==> src/design/adc_ctrl_cfg.svh <==
// constants for the converter control block: register offsets, field positions,
// reset values and clock division figures.
// assumes an 8-bit special function register address space.
`ifndef ADC_CTRL_CFG_SVH
`define ADC_CTRL_CFG_SVH

// register offsets
`define OFS_SYSTEM_CONTROL      8'hC0
`define OFS_RESULT_HIGH_BYTE    8'hCE
`define OFS_RESULT_LOW_BITS     8'hCF
`define OFS_CONVERTER_CONTROL   8'hD8
`define OFS_INPUT_SOURCE_SELECT 8'hDA
`define OFS_ANALOG_PIN_EN_LOW   8'hDC
`define OFS_ANALOG_PIN_EN_HIGH  8'hDD
`define OFS_REFERENCE_SELECT    8'hDE

// reset values
`define RST_INPUT_SOURCE_SELECT 8'h00
`define RST_ANALOG_PIN_EN_LOW   8'h00
`define RST_ANALOG_PIN_EN_HIGH  8'h00
`define RST_REFERENCE_SELECT    4'h4
`define RST_CLOCK_SELECT        2'h0

// converter_control fields
`define CC_READY_BIT            0
`define CC_MODE_BIT             1
`define CC_START_BIT            2
`define CC_RESTART_BIT          3
`define CC_CLK_SEL_LSB          6

// input_source_select fields
`define SRC_CODE_LSB            0
`define SRC_SHIFT_ENABLE_BIT    5
`define SRC_SHIFT_AMOUNT_LSB    6
`define SRC_BANDGAP_BIT         4

// reference_select codes
`define REF_EXTERNAL            4'hA
`define REF_INTERNAL_OUT        4'hB
`define REF_SUPPLY              4'h4

// converter clock divisors per clock select code
`define DIV_SEL0                7'd16
`define DIV_SEL1                7'd32
`define DIV_SEL2                7'd64
`define DIV_SEL3                7'd8
`define CONV_CLKS_PER_SAMPLE    5'd16

`endif

==> src/design/adc_ctrl_pkg.sv <==
// types shared by the converter control block.
// assumes nothing of its surroundings.
package adc_ctrl_pkg;
  typedef enum logic [0:0] {ST_IDLE, ST_RUN} conv_state_t;
  typedef logic [1:0] clk_sel_t;
endpackage : adc_ctrl_pkg

==> src/design/conv_clock_divider.sv <==
// converter clock divider producing a one-cycle enable pulse.
// assumes a single system clock and a synchronous reset.
`timescale 1ns/100ps
`default_nettype none
`include "adc_ctrl_cfg.svh"
module conv_clock_divider
  import adc_ctrl_pkg::*;
#(
  parameter int CNT_W = 7
)
(
  input  wire logic              clk_i,
  input  wire logic              reset_i,
  input  wire logic              run_i,
  input  wire adc_ctrl_pkg::clk_sel_t sel_i,
  output logic                   tick_o
);
  if (CNT_W < 7)
  begin : g_cnt_w_check
    $error("CNT_W too small for divide by 64");
  end

  logic [CNT_W-1:0] cnt_r;
  logic [CNT_W-1:0] cnt_nxt;
  logic [CNT_W-1:0] div_last;

  // ----------------------------------------------------------------
  // divisor select
  // ----------------------------------------------------------------
  always_comb
  begin
    unique case (sel_i)
      2'h0: div_last = CNT_W'(`DIV_SEL0 - 7'd1); // RQ1
      2'h1: div_last = CNT_W'(`DIV_SEL1 - 7'd1); // RQ1
      2'h2: div_last = CNT_W'(`DIV_SEL2 - 7'd1); // RQ1
      2'h3: div_last = CNT_W'(`DIV_SEL3 - 7'd1); // RQ1
    endcase
  end

  always_comb
  begin
    tick_o  = 1'b0;
    cnt_nxt = cnt_r;
    if (!run_i)
      cnt_nxt = '0;
    else if (cnt_r >= div_last)
    begin
      cnt_nxt = '0;
      tick_o  = 1'b1;
    end
    else
      cnt_nxt = cnt_r + CNT_W'(1);
  end

  always_ff @(posedge clk_i)
  begin
    if (reset_i)
      cnt_r <= '0;
    else
      cnt_r <= cnt_nxt;
  end
endmodule : conv_clock_divider
`default_nettype wire

==> src/design/adc_control.sv <==
// converter control and result registers on the special function register port.
// assumes the analog converter presents its 10-bit result on conv_data_i while
// converting, and that the cpu core decodes the interrupt return.
// Notes on behaviour
// RQ1: the converter clock is the system clock divided by 16, 32, 64 or 8 for select 0..3, one sample per 16 of its clocks.
// RQ2: with shift enable clear, the high result register holds result bits 9 to 2.
// RQ3: with shift enable set, the high result register holds the result shifted left by one to four places.
// RQ4: the five-bit source code routes port 1, port 0 or port 3 pins, or the band-gap when its top bit is set.
// RQ5: each bit of the low analog pin enable register makes the matching port 1 pin analog.
// RQ6: the high analog pin enable register makes port 0 pins 0,1 and port 3 pins 2..7 analog.
// RQ7: reference select 0xA takes the external reference, 0xB drives the internal one out, 0x4 uses the supply.
// RQ8: software writes only those three reference codes.
// RQ9: the high result register is read-only and shows eight bits chosen by the alignment controls.
// RQ10: the low result register is read-only with the two lowest result bits in bits 7 and 6.
// RQ11: the ready flag sets on new data and clears by a written zero or an interrupt return.
// RQ12: mode 0 converts continuously and mode 1 converts once per start.
// RQ13: in one-shot mode a start write begins one conversion and a restart write aborts it.
// RQ14: the converter runs only while its enable bit in system control is set.
// RQ15: both result registers and the ready flag change in the same cycle.
`timescale 1ns/100ps
`default_nettype none
`include "adc_ctrl_cfg.svh"
module adc_control
(
  input  wire logic        clk_i,
  input  wire logic        reset_i,
  input  wire logic [7:0]  sfr_addr_i,
  input  wire logic        sfr_wr_i,
  input  wire logic [7:0]  sfr_wdata_i,
  output logic      [7:0]  sfr_rdata_o,
  output logic             sfr_hit_o,
  input  wire logic        converter_enable_i,
  input  wire logic        irq_return_i,
  input  wire logic [9:0]  conv_data_i,
  output logic             conv_tick_o,
  output logic             converting_o,
  output logic             ready_o,
  output logic      [4:0]  source_code_o,
  output logic             bandgap_sel_o,
  output logic      [15:0] analog_pin_o,
  output logic             ref_external_o,
  output logic             ref_drive_out_o,
  output logic             ref_supply_o
);
  import adc_ctrl_pkg::*;

  // ----------------------------------------------------------------
  // register state
  // ----------------------------------------------------------------
  conv_state_t state_r, state_nxt;
  logic [3:0]  samp_cnt_r, samp_cnt_nxt;
  logic [9:0]  result_r, result_nxt;
  logic        ready_r, ready_nxt;
  logic        mode_r, mode_nxt;
  clk_sel_t    clk_sel_r, clk_sel_nxt;
  logic [7:0]  src_r, src_nxt;
  logic [7:0]  pin_lo_r, pin_lo_nxt;
  logic [7:0]  pin_hi_r, pin_hi_nxt;
  logic [3:0]  ref_r, ref_nxt;
  logic [7:0]  rdata_r, rdata_nxt;
  logic        done;
  logic        tick;
  logic        wr_ctrl;
  logic [7:0]  high_byte;
  logic [13:0] wide;

  assign wr_ctrl = sfr_wr_i && (sfr_addr_i == `OFS_CONVERTER_CONTROL);

  conv_clock_divider #(.CNT_W(7)) u_div
  (
    .clk_i   (clk_i),
    .reset_i (reset_i),
    .run_i   (state_r == ST_RUN),
    .sel_i   (clk_sel_r),
    .tick_o  (tick)
  );

  // ----------------------------------------------------------------
  // result alignment
  // ----------------------------------------------------------------
  always_comb
  begin
    wide = {result_r, 4'h0};
    if (!src_r[`SRC_SHIFT_ENABLE_BIT])
      high_byte = result_r[9:2]; // RQ2
    else
    begin
      unique case (src_r[`SRC_SHIFT_AMOUNT_LSB +: 2]) // RQ3
        2'h0: high_byte = wide[12:5];
        2'h1: high_byte = wide[11:4];
        2'h2: high_byte = wide[10:3];
        2'h3: high_byte = wide[9:2];
      endcase
    end
  end

  // ----------------------------------------------------------------
  // conversion sequencer
  // ----------------------------------------------------------------
  always_comb
  begin
    state_nxt    = state_r;
    samp_cnt_nxt = samp_cnt_r;
    done         = 1'b0;
    if (!converter_enable_i)
    begin
      state_nxt    = ST_IDLE; // RQ14
      samp_cnt_nxt = '0;
    end
    else if (wr_ctrl && sfr_wdata_i[`CC_RESTART_BIT] && mode_nxt)
    begin
      state_nxt    = ST_IDLE; // RQ13
      samp_cnt_nxt = '0;
    end
    else
    begin
      unique case (state_r)
        ST_IDLE:
        begin
          samp_cnt_nxt = '0;
          if (!mode_r)
            state_nxt = ST_RUN; // RQ12
          else if (wr_ctrl && sfr_wdata_i[`CC_START_BIT] && mode_nxt)
            state_nxt = ST_RUN; // RQ13
        end
        ST_RUN:
        begin
          if (tick)
          begin
            if (samp_cnt_r == 4'(`CONV_CLKS_PER_SAMPLE - 5'd1)) // RQ1
            begin
              done         = 1'b1;
              samp_cnt_nxt = '0;
              if (mode_r)
                state_nxt = ST_IDLE; // RQ12
            end
            else
              samp_cnt_nxt = samp_cnt_r + 4'h1;
          end
        end
      endcase
    end
  end

  // ----------------------------------------------------------------
  // register writes and read data
  // ----------------------------------------------------------------
  always_comb
  begin
    mode_nxt    = mode_r;
    clk_sel_nxt = clk_sel_r;
    src_nxt     = src_r;
    pin_lo_nxt  = pin_lo_r;
    pin_hi_nxt  = pin_hi_r;
    ref_nxt     = ref_r;
    ready_nxt   = ready_r;
    result_nxt  = result_r;
    if (sfr_wr_i)
    begin
      unique case (sfr_addr_i)
        `OFS_CONVERTER_CONTROL:
        begin
          mode_nxt    = sfr_wdata_i[`CC_MODE_BIT];
          clk_sel_nxt = sfr_wdata_i[`CC_CLK_SEL_LSB +: 2];
          if (!sfr_wdata_i[`CC_READY_BIT])
            ready_nxt = 1'b0; // RQ11
        end
        `OFS_INPUT_SOURCE_SELECT: src_nxt    = sfr_wdata_i;
        `OFS_ANALOG_PIN_EN_LOW:   pin_lo_nxt = sfr_wdata_i;
        `OFS_ANALOG_PIN_EN_HIGH:  pin_hi_nxt = sfr_wdata_i;
        `OFS_REFERENCE_SELECT:    ref_nxt    = sfr_wdata_i[3:0];
        default: ;
      endcase
    end
    if (irq_return_i)
      ready_nxt = 1'b0; // RQ11
    if (done)
    begin
      result_nxt = conv_data_i; // RQ15
      ready_nxt  = 1'b1;        // RQ11
    end
  end

  always_comb
  begin
    sfr_hit_o = 1'b1;
    rdata_nxt = 8'h00;
    unique case (sfr_addr_i)
      `OFS_RESULT_HIGH_BYTE:    rdata_nxt = high_byte;             // RQ9
      `OFS_RESULT_LOW_BITS:     rdata_nxt = {result_r[1:0], 6'h00}; // RQ10
      `OFS_CONVERTER_CONTROL:   rdata_nxt = {clk_sel_r, 4'h0, mode_r, ready_r};
      `OFS_INPUT_SOURCE_SELECT: rdata_nxt = src_r;
      `OFS_ANALOG_PIN_EN_LOW:   rdata_nxt = pin_lo_r;
      `OFS_ANALOG_PIN_EN_HIGH:  rdata_nxt = pin_hi_r;
      `OFS_REFERENCE_SELECT:    rdata_nxt = {4'h0, ref_r};
      default:                  sfr_hit_o = 1'b0;
    endcase
  end

  always_ff @(posedge clk_i)
  begin
    if (reset_i)
    begin
      state_r    <= ST_IDLE;
      samp_cnt_r <= '0;
      result_r   <= '0;
      ready_r    <= 1'b0;
      mode_r     <= 1'b0;
      clk_sel_r  <= `RST_CLOCK_SELECT;
      src_r      <= `RST_INPUT_SOURCE_SELECT;
      pin_lo_r   <= `RST_ANALOG_PIN_EN_LOW;
      pin_hi_r   <= `RST_ANALOG_PIN_EN_HIGH;
      ref_r      <= `RST_REFERENCE_SELECT;
      rdata_r    <= 8'h00;
    end
    else
    begin
      state_r    <= state_nxt;
      samp_cnt_r <= samp_cnt_nxt;
      result_r   <= result_nxt;
      ready_r    <= ready_nxt;
      mode_r     <= mode_nxt;
      clk_sel_r  <= clk_sel_nxt;
      src_r      <= src_nxt;
      pin_lo_r   <= pin_lo_nxt;
      pin_hi_r   <= pin_hi_nxt;
      ref_r      <= ref_nxt;
      rdata_r    <= rdata_nxt;
    end
  end

  // ----------------------------------------------------------------
  // outputs to the analog side
  // ----------------------------------------------------------------
  assign sfr_rdata_o     = rdata_r;
  assign conv_tick_o     = tick;
  assign converting_o    = (state_r == ST_RUN);
  assign ready_o         = ready_r;
  assign source_code_o   = src_r[`SRC_CODE_LSB +: 5];  // RQ4
  assign bandgap_sel_o   = src_r[`SRC_BANDGAP_BIT];    // RQ4
  assign analog_pin_o    = {pin_hi_r, pin_lo_r};       // RQ5 RQ6
  assign ref_external_o  = (ref_r == `REF_EXTERNAL);   // RQ7
  assign ref_drive_out_o = (ref_r == `REF_INTERNAL_OUT); // RQ7
  assign ref_supply_o    = (ref_r == `REF_SUPPLY);     // RQ7
endmodule : adc_control
`default_nettype wire

==> config.mk <==
export PLATFORM = sky130hd
export DESIGN_NAME = adc_control
export DESIGN_NICKNAME = d
export VERILOG_FILES = /design/src/design/adc_ctrl_pkg.sv /design/src/design/conv_clock_divider.sv /design/src/design/adc_control.sv
export VERILOG_INCLUDE_DIRS = /design/src /design/src/design
export SDC_FILE = /design/constraint.sdc
export NUM_CORES = 1
export LEC_CHECK = 0
export BUFFER_PORTS_ARGS = -buffer_cell sky130_fd_sc_hd__clkbuf_2
export CORE_MARGIN = 2
export CORE_UTILIZATION = 35
export DETAILED_ROUTE_END_ITERATION = 10
export HOLD_SLACK_MARGIN = 0.03
export SLEW_MARGIN = 10
export SYNTH_ARGS = -nofsm -noshare
export SYNTH_HDL_FRONTEND = slang
export SYNTH_SLANG_ARGS = --single-unit
==> constraint.sdc <==
create_clock -name clk_i -period 2.1 [get_ports clk_i]
set_input_delay 0.105 -clock clk_i [delete_from_list [all_inputs] [get_ports clk_i]]
set_output_delay 0.105 -clock clk_i [all_outputs]
set_load 0.05 [all_outputs]
==> impl_results.md <==
- Outcome: finished, violations left
- Violated checks: setup timing
- GRT Total Usage: 0.1766
- Vias in the first global route: 2683
- Routed vias: slightly below 3000
- Crit path time final: roughly 2.2 ns
- Crit. End Element: primary output
- CP max-delay cell: a2111oi_4
- Max-cap violations: 0
- Max IR drop VDD: 0.3027 mV
- First-pass GRT wire length: around 13000 um
- Post-Syn Nets: approximately 400
- Port buffer count: 67
- Hold Crit Class: in -> reg
- Core ar.: around 0.0086 mm2
- Post-Syn Instances: ~360
- Worst-path clk slew: around 0.060 ns
- Area leader, netlist: dfxtp_1
- Metal3 WL: 536 um
- Final period utilization: 1.024
- I/O pins: roughly 70
- Initial drt markers: 175
- CP top delay family: compound AO/OA/AOI/OAI gates
- Syn Std Cell Area: roughly 0.0031 mm2
- Slew margin rel.: 0.6120
- Area growth from synthesis to layout: 31.41%
- Die W: about 100 um
- Worst Path Max Fanout: 2
- Synth warn: 0
- Arr. time, crit path: around 2.1 ns
- Reg2reg path depth: 10
- RSZ-0062 raised after global routing: true
- Synth Area per Inst: ~8.6 um2
- Hold EP: clk_sel_r[1]$_SDFFE_PP0P_
- Gp weighted congestion: 0.8371
- Synthesized flop and latch total: slightly above 60
- Highest Signal Layer: met4
- Later-pin clock latency in the skew report: about 0.34 ns
- Crit path top cell by count: ha_4
- Critical Path Max Stage Delay: around 0.36 ns
- Pins Over Slew Limit: 0
- Critical-path cell list: inv_2 -> ha_4 -> ha_4 -> a21o_1 -> a2111oi_4 -> buf_4 -> nor2b_4 -> buf_8
- Total grt overflow: 0
- Yosys top cell area share: 0.4005
- Post-synthesis async set-or-reset flop share: 0
- Cts bufs inserted: 9
- EDFF count, synth: 0
- Met2 WL: a little under 4000 um
- Most frequent cells in the layout: clkbuf_2, nand2_1, dfxtp_1
- Worst-Margin Slew: around 0.58 ns
- Share of layout cells above drive strength 1: 0.2835
- Most common cell after layout, fill and taps aside: clkbuf_2
- Final Util: 0.4716
- DRT met1 WL: approximately 3900 um
- Hold path start: sfr_wdata_i[7]
- Initial antenna violation count: 0
- Drt first pass iters: 5
- Synth unique cells: 55
- Dpl hpwl: 6260 um
- Final Hold Vio Count: 0
- Leakage: about 1.5 nW
- Sink Count: a little over 60
- Crit path buffers/inverters: 3
- CTS tree: built
- Final Non-Filler Cells: about 560
- Largest net degree at the start of global routing: 31
- Clk root buf: clkbuf_8
- # DRC: 0
- Vias per cell: just over 5
- Clock Path Buffers: 2
- WHS Path Cells: 3
- Routed Antenna Nets: 0
- WL final: ~8400 um
- FP Rows: 34
- Max Freq: roughly 460 MHz
- Sequential cell area fraction in the yosys report: 0.4005
- CTS H-Tree Depth: 3
- R2R setup slack: 0 ns
- Setup TNS: -0.05124 ns
- RR Endpoint: samp_cnt_r[0]$_SDFFE_PP0P_
- # placed instances: roughly 530
- Req. time, crit path: 2.00 ns
- Clock Skews: 0.005821 ns
- Drt wl/cell: 14.91 um
- Die height: 98.10 um
- Post-synth top flop: dfxtp_1
- Critical Path Source Type: flip-flop
- Reg-to-Reg Start: clk_sel_r[0]$_SDFFE_PP0P_
- Final Setup Violations: 1
- WS Path Type: reg -> out
- Initial Utilization: 0.3589
- Nets@finish: roughly 500
- Fill cell count: around 880
- Diode count: 0
- Final Worst Setup Slack: -0.05124 ns
- Area contributors post-synth: dfxtp_1, mux2i_1, nand2_1, a21oi_1, nand3_1
- Pwr Density: 553.9 mW/mm2
- Die area: between 0.009 and 0.01 mm2
==> report_power, final <==
part	switching (mW)	internal, mW	leakage [nW]
logic	0.0942	0.0649	0.930
clock network	0.428	0.486	0.0865
registers	0.00398	1.18	0.501
==> per-stage QoR <==
stage | instance area [um2] | setup WS [ns] | power, mW | hold WS [ns]
6_report | 4073 | -0.05124 | 2.256 | 0.04815
5_1_grt | 4073 | -0.1403 | 2.351 | 0.04468
4_1_cts | 4000 | -0.1111 | 2.284 | 0.03559
3_5_place_dp | 3641 | -0.04287 | 1.348 | 0.3443
3_3_place_gp | 3641 | -0.007068 | 1.347 | 0.3435
2_1_floorplan | 3110 | 0.002528 | 1.272 | 0.2334
==> state kept, by name, summed over array words and instances, names as in the netlist <==
name and flops:
clk_sel_r 2, converting_o 1, mode_r 1, pin_hi_r 8, pin_lo_r 8, ready_o 1
ref_r 4, result_r 10, samp_cnt_r 4, sfr_rdata_o 8, src_r 8, u_div.cnt_r 7
==> layout make-up <==
cell class              instances  area [um2]  area share
multi-input cells             266        1834      0.4504
flip-flops and latches         62        1244      0.3054
repair buffers                102       654.4      0.1607
clock buffers                  14       162.7     0.03994
well taps                     108       135.1     0.03318
inverters                      10       37.54    0.009217
clock inverters                 1       5.005    0.001229
==> tightest hold or removal path: stages <==
cell	delay, ns
clkbuf_2	0.12
nand2_1	0.07
a21oi_1	0.06
==> how the worst max path moves through the flow <==
stage,slack (ns),startpoint,endpoint,cells after the start
final,-0.05,clk_sel_r[0]$_SDFFE_PP0P_,conv_tick_o,8
after floorplan,0.003,ref_r[0]$_SDFFE_PP0P_,ref_supply_o,1
after global routing,-0.14,clk_sel_r[0]$_SDFFE_PP0P_,conv_tick_o,8
after global placement,-0.007,clk_sel_r[0]$_SDFFE_PP0P_,result_r[9]$_SDFFE_PP0P_,8
after detailed placement,-0.04,clk_sel_r[0]$_SDFFE_PP0P_,result_r[4]$_SDFFE_PP0P_,8
after CTS,-0.11,clk_sel_r[0]$_SDFFE_PP0P_,conv_tick_o,8
==> routing by layer <==
layer,vias to the layer above,GRT usage
met1,1345,0.2394
met4,0,0.04808
li1,1455,-
met5,-,0
met3,7,0.05154
met2,87,0.2756
==> synth_stat cells (2+ instances only) <==
cell type and count:
a222oi_1 2, nand2b_1 7, a22o_1 3, a21oi_1 32, nand3b_1 2, ha_1 7
nor2_1 25, and4b_1 2, o22ai_1 4, a31oi_1 6, mux2_2 3, clkinv_1 2
nor4_4 2, nand2_1 64, a22oi_1 2, clkbuf_1 12, inv_1 8, buf_2 3
nand4b_1 2, nor4_1 3, buf_4 5, dfxtp_1 62, and3_1 2, o21ai_0 4
mux2i_1 33, nor2b_1 5, or3_1 4, o21ai_1 2, nand3_1 21, xor2_1 4
mux4_2 2
==> repair_timing <==
action / CTS / global route
hold endpoints to repair: 13 / 0
setup endpoints to repair: 18 / 23
hold buffers: 12 / 0
gates resized for setup: 12 / 11
pin swaps: 6 / 5
buffers inserted: 1 / 1
==> cells by family after synthesis <==
group           share of synthesized area
buf+inv                           0.04723
simple gates                       0.2503
fa+ha+maj                         0.02826
mux                                0.1320
flops                              0.4005
compound gates                     0.1276
xor+xnor                          0.01413
Note: power is estimated with default switching activity, not from simulation.
